### src/common/spm_pkg.sv
/*
  Constants for the byte-wide serial port: register offsets, field
  positions, reset values, rate table and master sequencer states.
  Assumes an 8-bit register address space on a plain strobe port.
*/
package spm_pkg;
  localparam logic [7:0] SPM_CTRL_OFS = 8'h2C;
  localparam logic [7:0] SPM_STAT_OFS = 8'h2D;
  localparam logic [7:0] SPM_DATA_OFS = 8'h2E;
  localparam logic [7:0] SPM_CTRL_RST = 8'h00;
  localparam logic [7:0] SPM_STAT_RST = 8'h00;
  localparam int SPM_C_IE = 7;
  localparam int SPM_C_EN = 6;
  localparam int SPM_C_ORDER = 5;
  localparam int SPM_C_MASTER_SELECT = 4;
  localparam int SPM_C_CLOCK_POLARITY = 3;
  localparam int SPM_C_CLOCK_PHASE = 2;
  localparam int SPM_C_RATE_HI = 1;
  localparam int SPM_C_RATE_LO = 0;
  localparam int SPM_S_DONE = 7;
  localparam int SPM_S_WRITE_COLLISION_FLAG = 6;
  localparam int SPM_S_DBL = 0;
  // Last clock edge index and last bit index
  localparam logic [3:0] SPM_LAST_EDGE = 4'hF;
  localparam logic [2:0] SPM_LAST_BIT = 3'h7;
  // Half-period reload, index {double_speed, rate_hi, rate_lo}
  localparam logic [6:0] SPM_HALF_TBL [0:7] = '{
    7'h01, 7'h07, 7'h1F, 7'h3F, 7'h00, 7'h03, 7'h0F, 7'h1F};
  typedef enum logic [1:0] {
    SPM_IDLE = 2'b01,
    SPM_RUN = 2'b10
  } spm_mst_t;
endpackage

### src/design/spm_port.sv
/*
  Serial peripheral port, master or slave, one byte per transfer.
  Assumes pins arrive unsynchronised; pin directions chosen by the
  port's own direction bits arrive as the *_dir inputs.
*/
`timescale 1ns/100ps
module spm_port (
  input wire logic core_clk,
  input wire logic rst_b,
  input wire logic [7:0] reg_addr,
  input wire logic [7:0] reg_wdata,
  input wire logic reg_wr,
  input wire logic reg_rd,
  output logic [7:0] reg_rdata,
  input wire logic global_irq_en,
  input wire logic irq_vector_ack,
  output logic irq_req,
  input wire logic sck_dir,
  input wire logic mosi_dir,
  input wire logic miso_dir,
  input wire logic ss_dir,
  input wire logic sck_in,
  output logic sck_out,
  output logic sck_oe,
  input wire logic mosi_in,
  output logic mosi_out,
  output logic mosi_oe,
  input wire logic miso_in,
  output logic miso_out,
  output logic miso_oe,
  input wire logic ss_b_in
);

////////////////////////////////////////////////////////////////////////
  logic [3:0] sync1_ff;
  logic [3:0] sync2_ff;
  logic sck_prev_ff;
  logic [7:0] ctrl_ff;
  logic dbl_ff;
  spm_pkg::spm_mst_t state_ff;
  logic [6:0] div_ff;
  logic [3:0] edge_ff;
  logic sck_lvl_ff;
  logic [7:0] sh_ff;
  logic [7:0] nxt_sh;
  logic [2:0] cnt_ff;
  logic slv_busy_ff;
  logic [7:0] rx_buf_ff;
  logic tx_bit_ff;
  logic done_ff;
  logic write_collision_flag_ff;
  logic arm_ff;
  logic [7:0] rdata_ff;
  logic irq_ff;
  logic sck_oe_ff;
  logic mosi_oe_ff;
  logic miso_oe_ff;

  // Synchronised pins: sck, mosi, miso, select
  wire sck_s = sync2_ff[0];
  wire mosi_s = sync2_ff[1];
  wire miso_s = sync2_ff[2];
  wire ss_b_s = sync2_ff[3];

  wire en = ctrl_ff[spm_pkg::SPM_C_EN];
  wire master_select = ctrl_ff[spm_pkg::SPM_C_MASTER_SELECT];
  wire clock_polarity = ctrl_ff[spm_pkg::SPM_C_CLOCK_POLARITY];
  wire clock_phase = ctrl_ff[spm_pkg::SPM_C_CLOCK_PHASE];
  wire lsb_first = ctrl_ff[spm_pkg::SPM_C_ORDER];

  wire ctrl_wr = reg_wr && reg_addr == spm_pkg::SPM_CTRL_OFS;
  wire stat_wr = reg_wr && reg_addr == spm_pkg::SPM_STAT_OFS;
  wire stat_rd = reg_rd && reg_addr == spm_pkg::SPM_STAT_OFS;
  wire data_wr = reg_wr && reg_addr == spm_pkg::SPM_DATA_OFS;
  wire data_rd = reg_rd && reg_addr == spm_pkg::SPM_DATA_OFS;
  wire data_acc = data_wr || data_rd;

  wire run = state_ff == spm_pkg::SPM_RUN;
  wire xfer_busy = run || slv_busy_ff;
  // Select as output is plain I/O; only an input select can fault
  wire fault = en && master_select && !ss_dir && !ss_b_s;
  wire load = data_wr && !xfer_busy;
  wire start = load && en && master_select && !fault;
  wire tick = run && div_ff == 7'h00;
  wire mst_done = tick && edge_ff == spm_pkg::SPM_LAST_EDGE;
  wire slv_act = en && !master_select && !ss_b_s;
  wire sck_chg = slv_act && sck_s != sck_prev_ff;
  wire lead_ev = (tick && !edge_ff[0]) || (sck_chg && sck_s != clock_polarity);
  wire trail_ev = (tick && edge_ff[0]) || (sck_chg && sck_s == clock_polarity);
  wire sample_ev = clock_phase ? trail_ev : lead_ev;
  wire setup_ev = clock_phase ? lead_ev : trail_ev;
  wire rx_bit = master_select ? miso_s : mosi_s;
  wire slv_done = slv_act && sample_ev && cnt_ff == spm_pkg::SPM_LAST_BIT;
  wire done = mst_done || slv_done;

  always_comb begin
    nxt_sh = sh_ff;
    if (sample_ev) begin
      nxt_sh = lsb_first ? {rx_bit, sh_ff[7:1]} : {sh_ff[6:0], rx_bit};
    end
  end

////////////////////////////////////////////////////////////////////////
  // First stage feeds only the second stage
  always_ff @(posedge core_clk or negedge rst_b) begin
    if (!rst_b) begin
      sync1_ff <= 4'hF;
      sync2_ff <= 4'hF;
      sck_prev_ff <= 1'b0;
    end else begin
      sync1_ff <= {ss_b_in, miso_in, mosi_in, sck_in};
      sync2_ff <= sync1_ff;
      sck_prev_ff <= sck_s;
    end
  end

  // Fault is applied after a write so the forced clear wins
  always_ff @(posedge core_clk or negedge rst_b) begin
    if (!rst_b) begin
      ctrl_ff <= spm_pkg::SPM_CTRL_RST;
      dbl_ff <= spm_pkg::SPM_STAT_RST[spm_pkg::SPM_S_DBL];
    end else begin
      if (ctrl_wr) begin
        ctrl_ff <= reg_wdata;
      end
      if (fault) begin
        ctrl_ff[spm_pkg::SPM_C_MASTER_SELECT] <= 1'b0;
      end
      if (stat_wr) begin
        dbl_ff <= reg_wdata[spm_pkg::SPM_S_DBL];
      end
    end
  end

////////////////////////////////////////////////////////////////////////
  // Master clock generator; rate bits read only here
  always_ff @(posedge core_clk or negedge rst_b) begin
    if (!rst_b) begin
      state_ff <= spm_pkg::SPM_IDLE;
      div_ff <= 7'h00;
      edge_ff <= 4'h0;
      sck_lvl_ff <= 1'b0;
    end else begin
      unique case (state_ff)
        spm_pkg::SPM_IDLE: begin
          sck_lvl_ff <= clock_polarity;
          edge_ff <= 4'h0;
          div_ff <= spm_pkg::SPM_HALF_TBL[{dbl_ff, ctrl_ff[1:0]}];
          if (start) begin
            state_ff <= spm_pkg::SPM_RUN;
          end
        end
        spm_pkg::SPM_RUN: begin
          if (fault || !en || !master_select || mst_done) begin
            state_ff <= spm_pkg::SPM_IDLE;
          end
          if (tick) begin
            sck_lvl_ff <= !sck_lvl_ff;
            edge_ff <= edge_ff + 4'h1;
            div_ff <= spm_pkg::SPM_HALF_TBL[{dbl_ff, ctrl_ff[1:0]}];
          end else begin
            div_ff <= div_ff - 7'h01;
          end
        end
      endcase
    end
  end

////////////////////////////////////////////////////////////////////////
  // Shifter; partial slave byte is dropped but shift data kept
  always_ff @(posedge core_clk or negedge rst_b) begin
    if (!rst_b) begin
      sh_ff <= 8'h00;
      cnt_ff <= 3'h0;
      slv_busy_ff <= 1'b0;
      rx_buf_ff <= 8'h00;
    end else begin
      if (load) begin
        sh_ff <= reg_wdata;
        cnt_ff <= 3'h0;
      end else if (sample_ev) begin
        sh_ff <= nxt_sh;
        cnt_ff <= cnt_ff + 3'h1;
      end
      if (done) begin
        rx_buf_ff <= nxt_sh;
      end
      if (!master_select && !slv_act) begin
        cnt_ff <= 3'h0;
        slv_busy_ff <= 1'b0;
      end else if (!slv_act || slv_done) begin
        slv_busy_ff <= 1'b0;
      end else if (sck_chg && lead_ev) begin
        // Leading edge only: the edge after the last sample must not re-arm
        slv_busy_ff <= 1'b1;
      end
      if (fault) begin
        cnt_ff <= 3'h0;
      end
    end
  end

  // Outgoing bit changes only on setup edges, or when idle in phase 0
  always_ff @(posedge core_clk or negedge rst_b) begin
    if (!rst_b) begin
      tx_bit_ff <= 1'b0;
    end else if (start && !clock_phase) begin
      tx_bit_ff <= lsb_first ? reg_wdata[0] : reg_wdata[7];
    end else if (setup_ev || (!xfer_busy && !clock_phase && !master_select)) begin
      tx_bit_ff <= lsb_first ? sh_ff[0] : sh_ff[7];
    end
  end

////////////////////////////////////////////////////////////////////////
  // Set beats clear on both flags
  always_ff @(posedge core_clk or negedge rst_b) begin
    if (!rst_b) begin
      done_ff <= 1'b0;
      write_collision_flag_ff <= 1'b0;
      arm_ff <= 1'b0;
    end else begin
      if (done || fault) begin
        done_ff <= 1'b1;
      end else if (irq_vector_ack || (arm_ff && data_acc)) begin
        done_ff <= 1'b0;
      end
      if (data_wr && xfer_busy) begin
        write_collision_flag_ff <= 1'b1;
      end else if (arm_ff && data_acc) begin
        write_collision_flag_ff <= 1'b0;
      end
      if (stat_rd && (done_ff || write_collision_flag_ff)) begin
        arm_ff <= 1'b1;
      end else if (data_acc) begin
        arm_ff <= 1'b0;
      end
    end
  end

  always_ff @(posedge core_clk or negedge rst_b) begin
    if (!rst_b) begin
      rdata_ff <= 8'h00;
    end else if (reg_rd) begin
      unique case (reg_addr)
        spm_pkg::SPM_CTRL_OFS: rdata_ff <= ctrl_ff;
        spm_pkg::SPM_STAT_OFS: rdata_ff <= {done_ff, write_collision_flag_ff, 5'h00,
                                            dbl_ff};
        spm_pkg::SPM_DATA_OFS: rdata_ff <= rx_buf_ff;
        default: rdata_ff <= 8'h00;
      endcase
    end
  end

////////////////////////////////////////////////////////////////////////
  always_ff @(posedge core_clk or negedge rst_b) begin
    if (!rst_b) begin
      irq_ff <= 1'b0;
      sck_oe_ff <= 1'b0;
      mosi_oe_ff <= 1'b0;
      miso_oe_ff <= 1'b0;
    end else begin
      irq_ff <= done_ff && ctrl_ff[spm_pkg::SPM_C_IE] &&
                global_irq_en;
      sck_oe_ff <= en && master_select && !fault && sck_dir;
      mosi_oe_ff <= en && master_select && !fault && mosi_dir;
      miso_oe_ff <= slv_act && miso_dir;
    end
  end

  assign reg_rdata = rdata_ff;
  assign irq_req = irq_ff;
  assign sck_out = sck_lvl_ff;
  assign sck_oe = sck_oe_ff;
  assign mosi_out = tx_bit_ff;
  assign mosi_oe = mosi_oe_ff;
  assign miso_out = tx_bit_ff;
  assign miso_oe = miso_oe_ff;
endmodule // spm_port

### config.mk
export PLATFORM = sky130hd
export DESIGN_NAME = spm_port
export DESIGN_NICKNAME = d
export VERILOG_FILES = /design/src/common/spm_pkg.sv /design/src/design/spm_port.sv
export SDC_FILE = /design/constraint.sdc
export NUM_CORES = 1
export LEC_CHECK = 0
export BUFFER_PORTS_ARGS = -buffer_cell sky130_fd_sc_hd__buf_2
export CAP_MARGIN = 25
export CORE_MARGIN = 3
export CORE_UTILIZATION = 45
export CTS_BUF_LIST = sky130_fd_sc_hd__clkbuf_2
export DETAILED_ROUTE_END_ITERATION = 8
export PLACE_DENSITY = 0.67
export SETUP_SLACK_MARGIN = 0.4
export SLEW_MARGIN = 40
export SYNTH_ARGS = -nofsm -noshare
export SYNTH_HDL_FRONTEND = slang
export SYNTH_SLANG_ARGS = --single-unit
export TNS_END_PERCENT = 30
### constraint.sdc
create_clock -name core_clk -period 2.4 [get_ports core_clk]
set_clock_uncertainty 0.05 [all_clocks]
set_input_delay 0.36 -clock core_clk [delete_from_list [all_inputs] [get_ports core_clk]]
set_output_delay 0.36 -clock core_clk [all_outputs]
set_load 0.05 [all_outputs]
==> summary.md <==
| Metric | Value |
|---|---|
| Crit path to | rx_buf_ff[4] |
| DIE AREA | 0.008571 sq mm |
| CTS buffer count | 9 |
| EDFF count, synth | 0 |
| Hold WS | 41.29 ps |
| Placed Instances | 436 |
| Register share of total power | 43.0% |
| Worst Reg2Reg Path Length in Cells | 7 |
| Number of core rows | 30 |
| R2r setup slk | 170 ps |
| Most frequent cells in the layout | dfrtp_1, buf_2, mux2_4, buf_4, nand2_1 |
| P&R area growth vs syn | 26.26% |
| Fmax | 448.0 MHz |
| Leakage power | 2.079 nW |
| DR iter-0 viols | 133 |
| Core area | 0.007019 sq mm |
| # clock sinks | 68 |
| Non-Filler Instances | 474 |
| Required @ worst endpoint | 2770 ps |
| CTS clock-pin slew for the worst setup and hold paths | 200 ps |
| Net Switching | 1.114 mW |
| Vias in the first global route | 2472 |
| Yosys synthesis warning count | 0 |
| Final GP Congestion | 0.8809 |
| Crit path capture type | register |
| Clk pwr share | 23.0% |
| Via Count | 2480 |
| HPWL after DPL | 5.318 mm |
| # fillers | 590 |
| Ant diodes | 0 |
| Pwr per Cell Area | 789.0 mW/mm^2 |
| Slew margin rel. | 67.14% |
| Clock Tree Buf Depth | 2 |
| Fin Setup TNS | 0 ps |
| Syn Inst Count | 287 |
| GR Overflow Total | 0 |
| DR WL/cell | 15.77 um |
| Global-route wire length before repair | 12.17 mm |
| Layout Nets | 408 |
| Initial antenna violation count | 0 |
| Die Width | 92.58 um |
| Min Tclk post-route | 2232 ps |
| Internal Power | 2.247 mW |
| RSZ-0062 raised after global routing | true |
| Setup violations, final | 0 |
| Routed Antenna Nets | 0 |
| Setup CP Type | reg -> reg |
| Hold Crit Class | in -> reg |
| Worst IR drop on VDD | 0.3905 mV |
| CP max stage delay | 560 ps |
| Tcrit/Tclk final | 93.01% |
| Outcome | finished clean |
| Worst Setup SP | state_ff[0] |
| Synthesized flop and latch total | 68 |
| Reg-to-Reg Start | state_ff[0] |
| Share of cells above drive strength 1 | 39.42% |
| CTS root buf | clkbuf_2 |
| Sw Share | 33.14% |
| Synthesized Nets | 322 |
| PortBufs | 44 |
| Worst path cell trace | and2b_2 > and4_4 > a21o_2 > mux2i_4 > clkbuf_16 > mux2_4 > mux2_4 |
| Sequential area share after synthesis | 50.78% |
| # IOs | 45 |
| DIE HEIGHT | 92.58 um |
| Slew Viols, Final | 0 |
| Avg Inst Size Synth | 11.75 sq um |
| DR DRC count | 0 |
| CP max FO | 5 |
| Fraction of registers with async set/reset | 100.0% |
| Slew @ Worst Pin | 491.5 ps |
| Synth unique cells | 48 |
| WP data arrival | 2600 ps |
| DR pass1 iterations | 4 |
| Pin count of the biggest net entering global routing | 34 |
| Leading cell type in the layout, fill and taps excluded | dfrtp_1 |
| H-tree depth | 3 |
| Clock Latency Late Sink | 510 ps |
| Prevailing post-synth register cell | dfrtp_1 |
| Cell mode on critical path | mux2_4 |
| Vias per cell | 5.232 |
| Max-cap violations | 0 |
| GRT Overall Usage | 18.13% |
| Mapped Area | 0.003373 sq mm |
| Reg-to-Reg End | rx_buf_ff[4] |
| Final hold viol count | 0 |
| Critical Path Source Type | register |
| Crit-path slowest cell | dfstp_2 |
| Combinational power share | 34.0% |
| Initial Utilization | 48.06% |
| CTS tree | yes |
| Wirelength, routed | 7.473 mm |
-- logic make-up after synthesis --
family	after synthesis	share of synthesized area (%)
muxes	55	19.44
buffers and inverters	23	3.153
and+or+nand+nor	82	13.61
AOI/OAI and AO/OA	42	8.049
xor gates and xnor gates	12	3.116
adders and majority gates	5	1.855
DFF	68	50.78
-- power by group through the flow --
stage | clock (mW) | combinational, mW | sequential (mW)
global placement | 0 | 0.968 | 1.46
detailed placement | 0 | 0.996 | 1.46
CTS | 0.791 | 1.03 | 1.44
global route | 0.848 | 1.26 | 1.47
floorplan | 0 | 0.700 | 1.47
finish | 0.772 | 1.14 | 1.44
-- layer usage --
metal | vias up | share of wire, % | track usage, %
li1 | 1198 | - | -
met1 | 1203 | 47 | 25.30
met2 | 66 | 46 | 27.67
met3 | 13 | 5.7 | 3.737
met4 | 0 | 1.5 | 7.054
met5 | - | 0 | 0
-- per-stage QoR --
| stage | util [%] | area (sq um) | worst slack [ps] | power, mW |
|---|---|---|---|---|
| final | 60.68 | 4259 | 167.7 | 3.360 |
| after floorplan | - | 3397 | 154.3 | 2.167 |
| after global placement | 54.58 | 3831 | 65.95 | 2.424 |
| after CTS | 58.40 | 4099 | 170.0 | 3.263 |
| after detailed placement | 54.58 | 3831 | 19.85 | 2.457 |
| after global routing | 60.68 | 4259 | 130.2 | 3.574 |
-- cell usage after synthesis, types with 5 or more instances --
cell | instances | area [sq um]
nor2_1 | 17 | 63.81
mux2_4 | 12 | 180.2
and2_1 | 6 | 37.54
nand2_1 | 19 | 71.32
inv_1 | 14 | 52.55
o22ai_1 | 9 | 56.30
dfstp_2 | 9 | 236.5
o21ai_0 | 9 | 45.04
nand3_1 | 5 | 25.02
nor3_1 | 8 | 40.04
ha_1 | 5 | 62.56
xnor2_1 | 5 | 43.79
mux2i_1 | 16 | 160.2
xor2_1 | 7 | 61.31
dfrtp_1 | 59 | 1476
mux2_2 | 26 | 292.8
a21oi_1 | 11 | 55.05
-- sequential cells by signal (all words and copies together) (netlist names), 2 cells and up --
register	cells
ctrl_ff	8
reg_rdata	8
rx_buf_ff	8
sh_ff	8
div_ff	7
edge_ff	4
sync1_ff	4
sync2_ff	4
cnt_ff	3
state_ff	2
-- worst max-delay path: cells and delay by family (launching register included) --
kind                   cells  cell delay (ps)
AOI/OAI and AO/OA          1              200
buffers and inverters      1              200
DFF                        1              560
muxes                      3              770
and+or+nand+nor            2              380
-- layout make-up --
class	count	area (sq um)	area share, %
Sequential cell	68	1713	40.22
Multi-Input combinational cell	197	1634	38.37
Timing Repair Buffer	83	600.6	14.10
Tap cell	96	120.1	2.820
Clock inverter	6	88.84	2.086
Inverter	14	52.55	1.234
Clock buffer	10	50.05	1.175
-- what timing repair did --
action,in CTS,in global routing
setup endpoints to repair,22,24
setup buffers,1,5
pin swaps,1,7
gates resized for setup,0,15
hold buffers,10,4
cloned,1,1
endpoints found under the hold margin,34,5
-- worst min path at each step --
stage | from | endpoint | slack (ps) | depth (start not counted)
floorplan | rst_b | arm_ff | 10 | 0
global placement | sync1_ff[1] | sync2_ff[1] | 300 | 0
detailed placement | sync1_ff[3] | sync2_ff[3] | 300 | 0
CTS | reg_wdata[6] | sh_ff[6] | 4 | 2
global route | global_irq_en | irq_req | 7 | 2
finish | global_irq_en | irq_req | 40 | 2
Note: power is estimated with default switching activity, not from simulation.
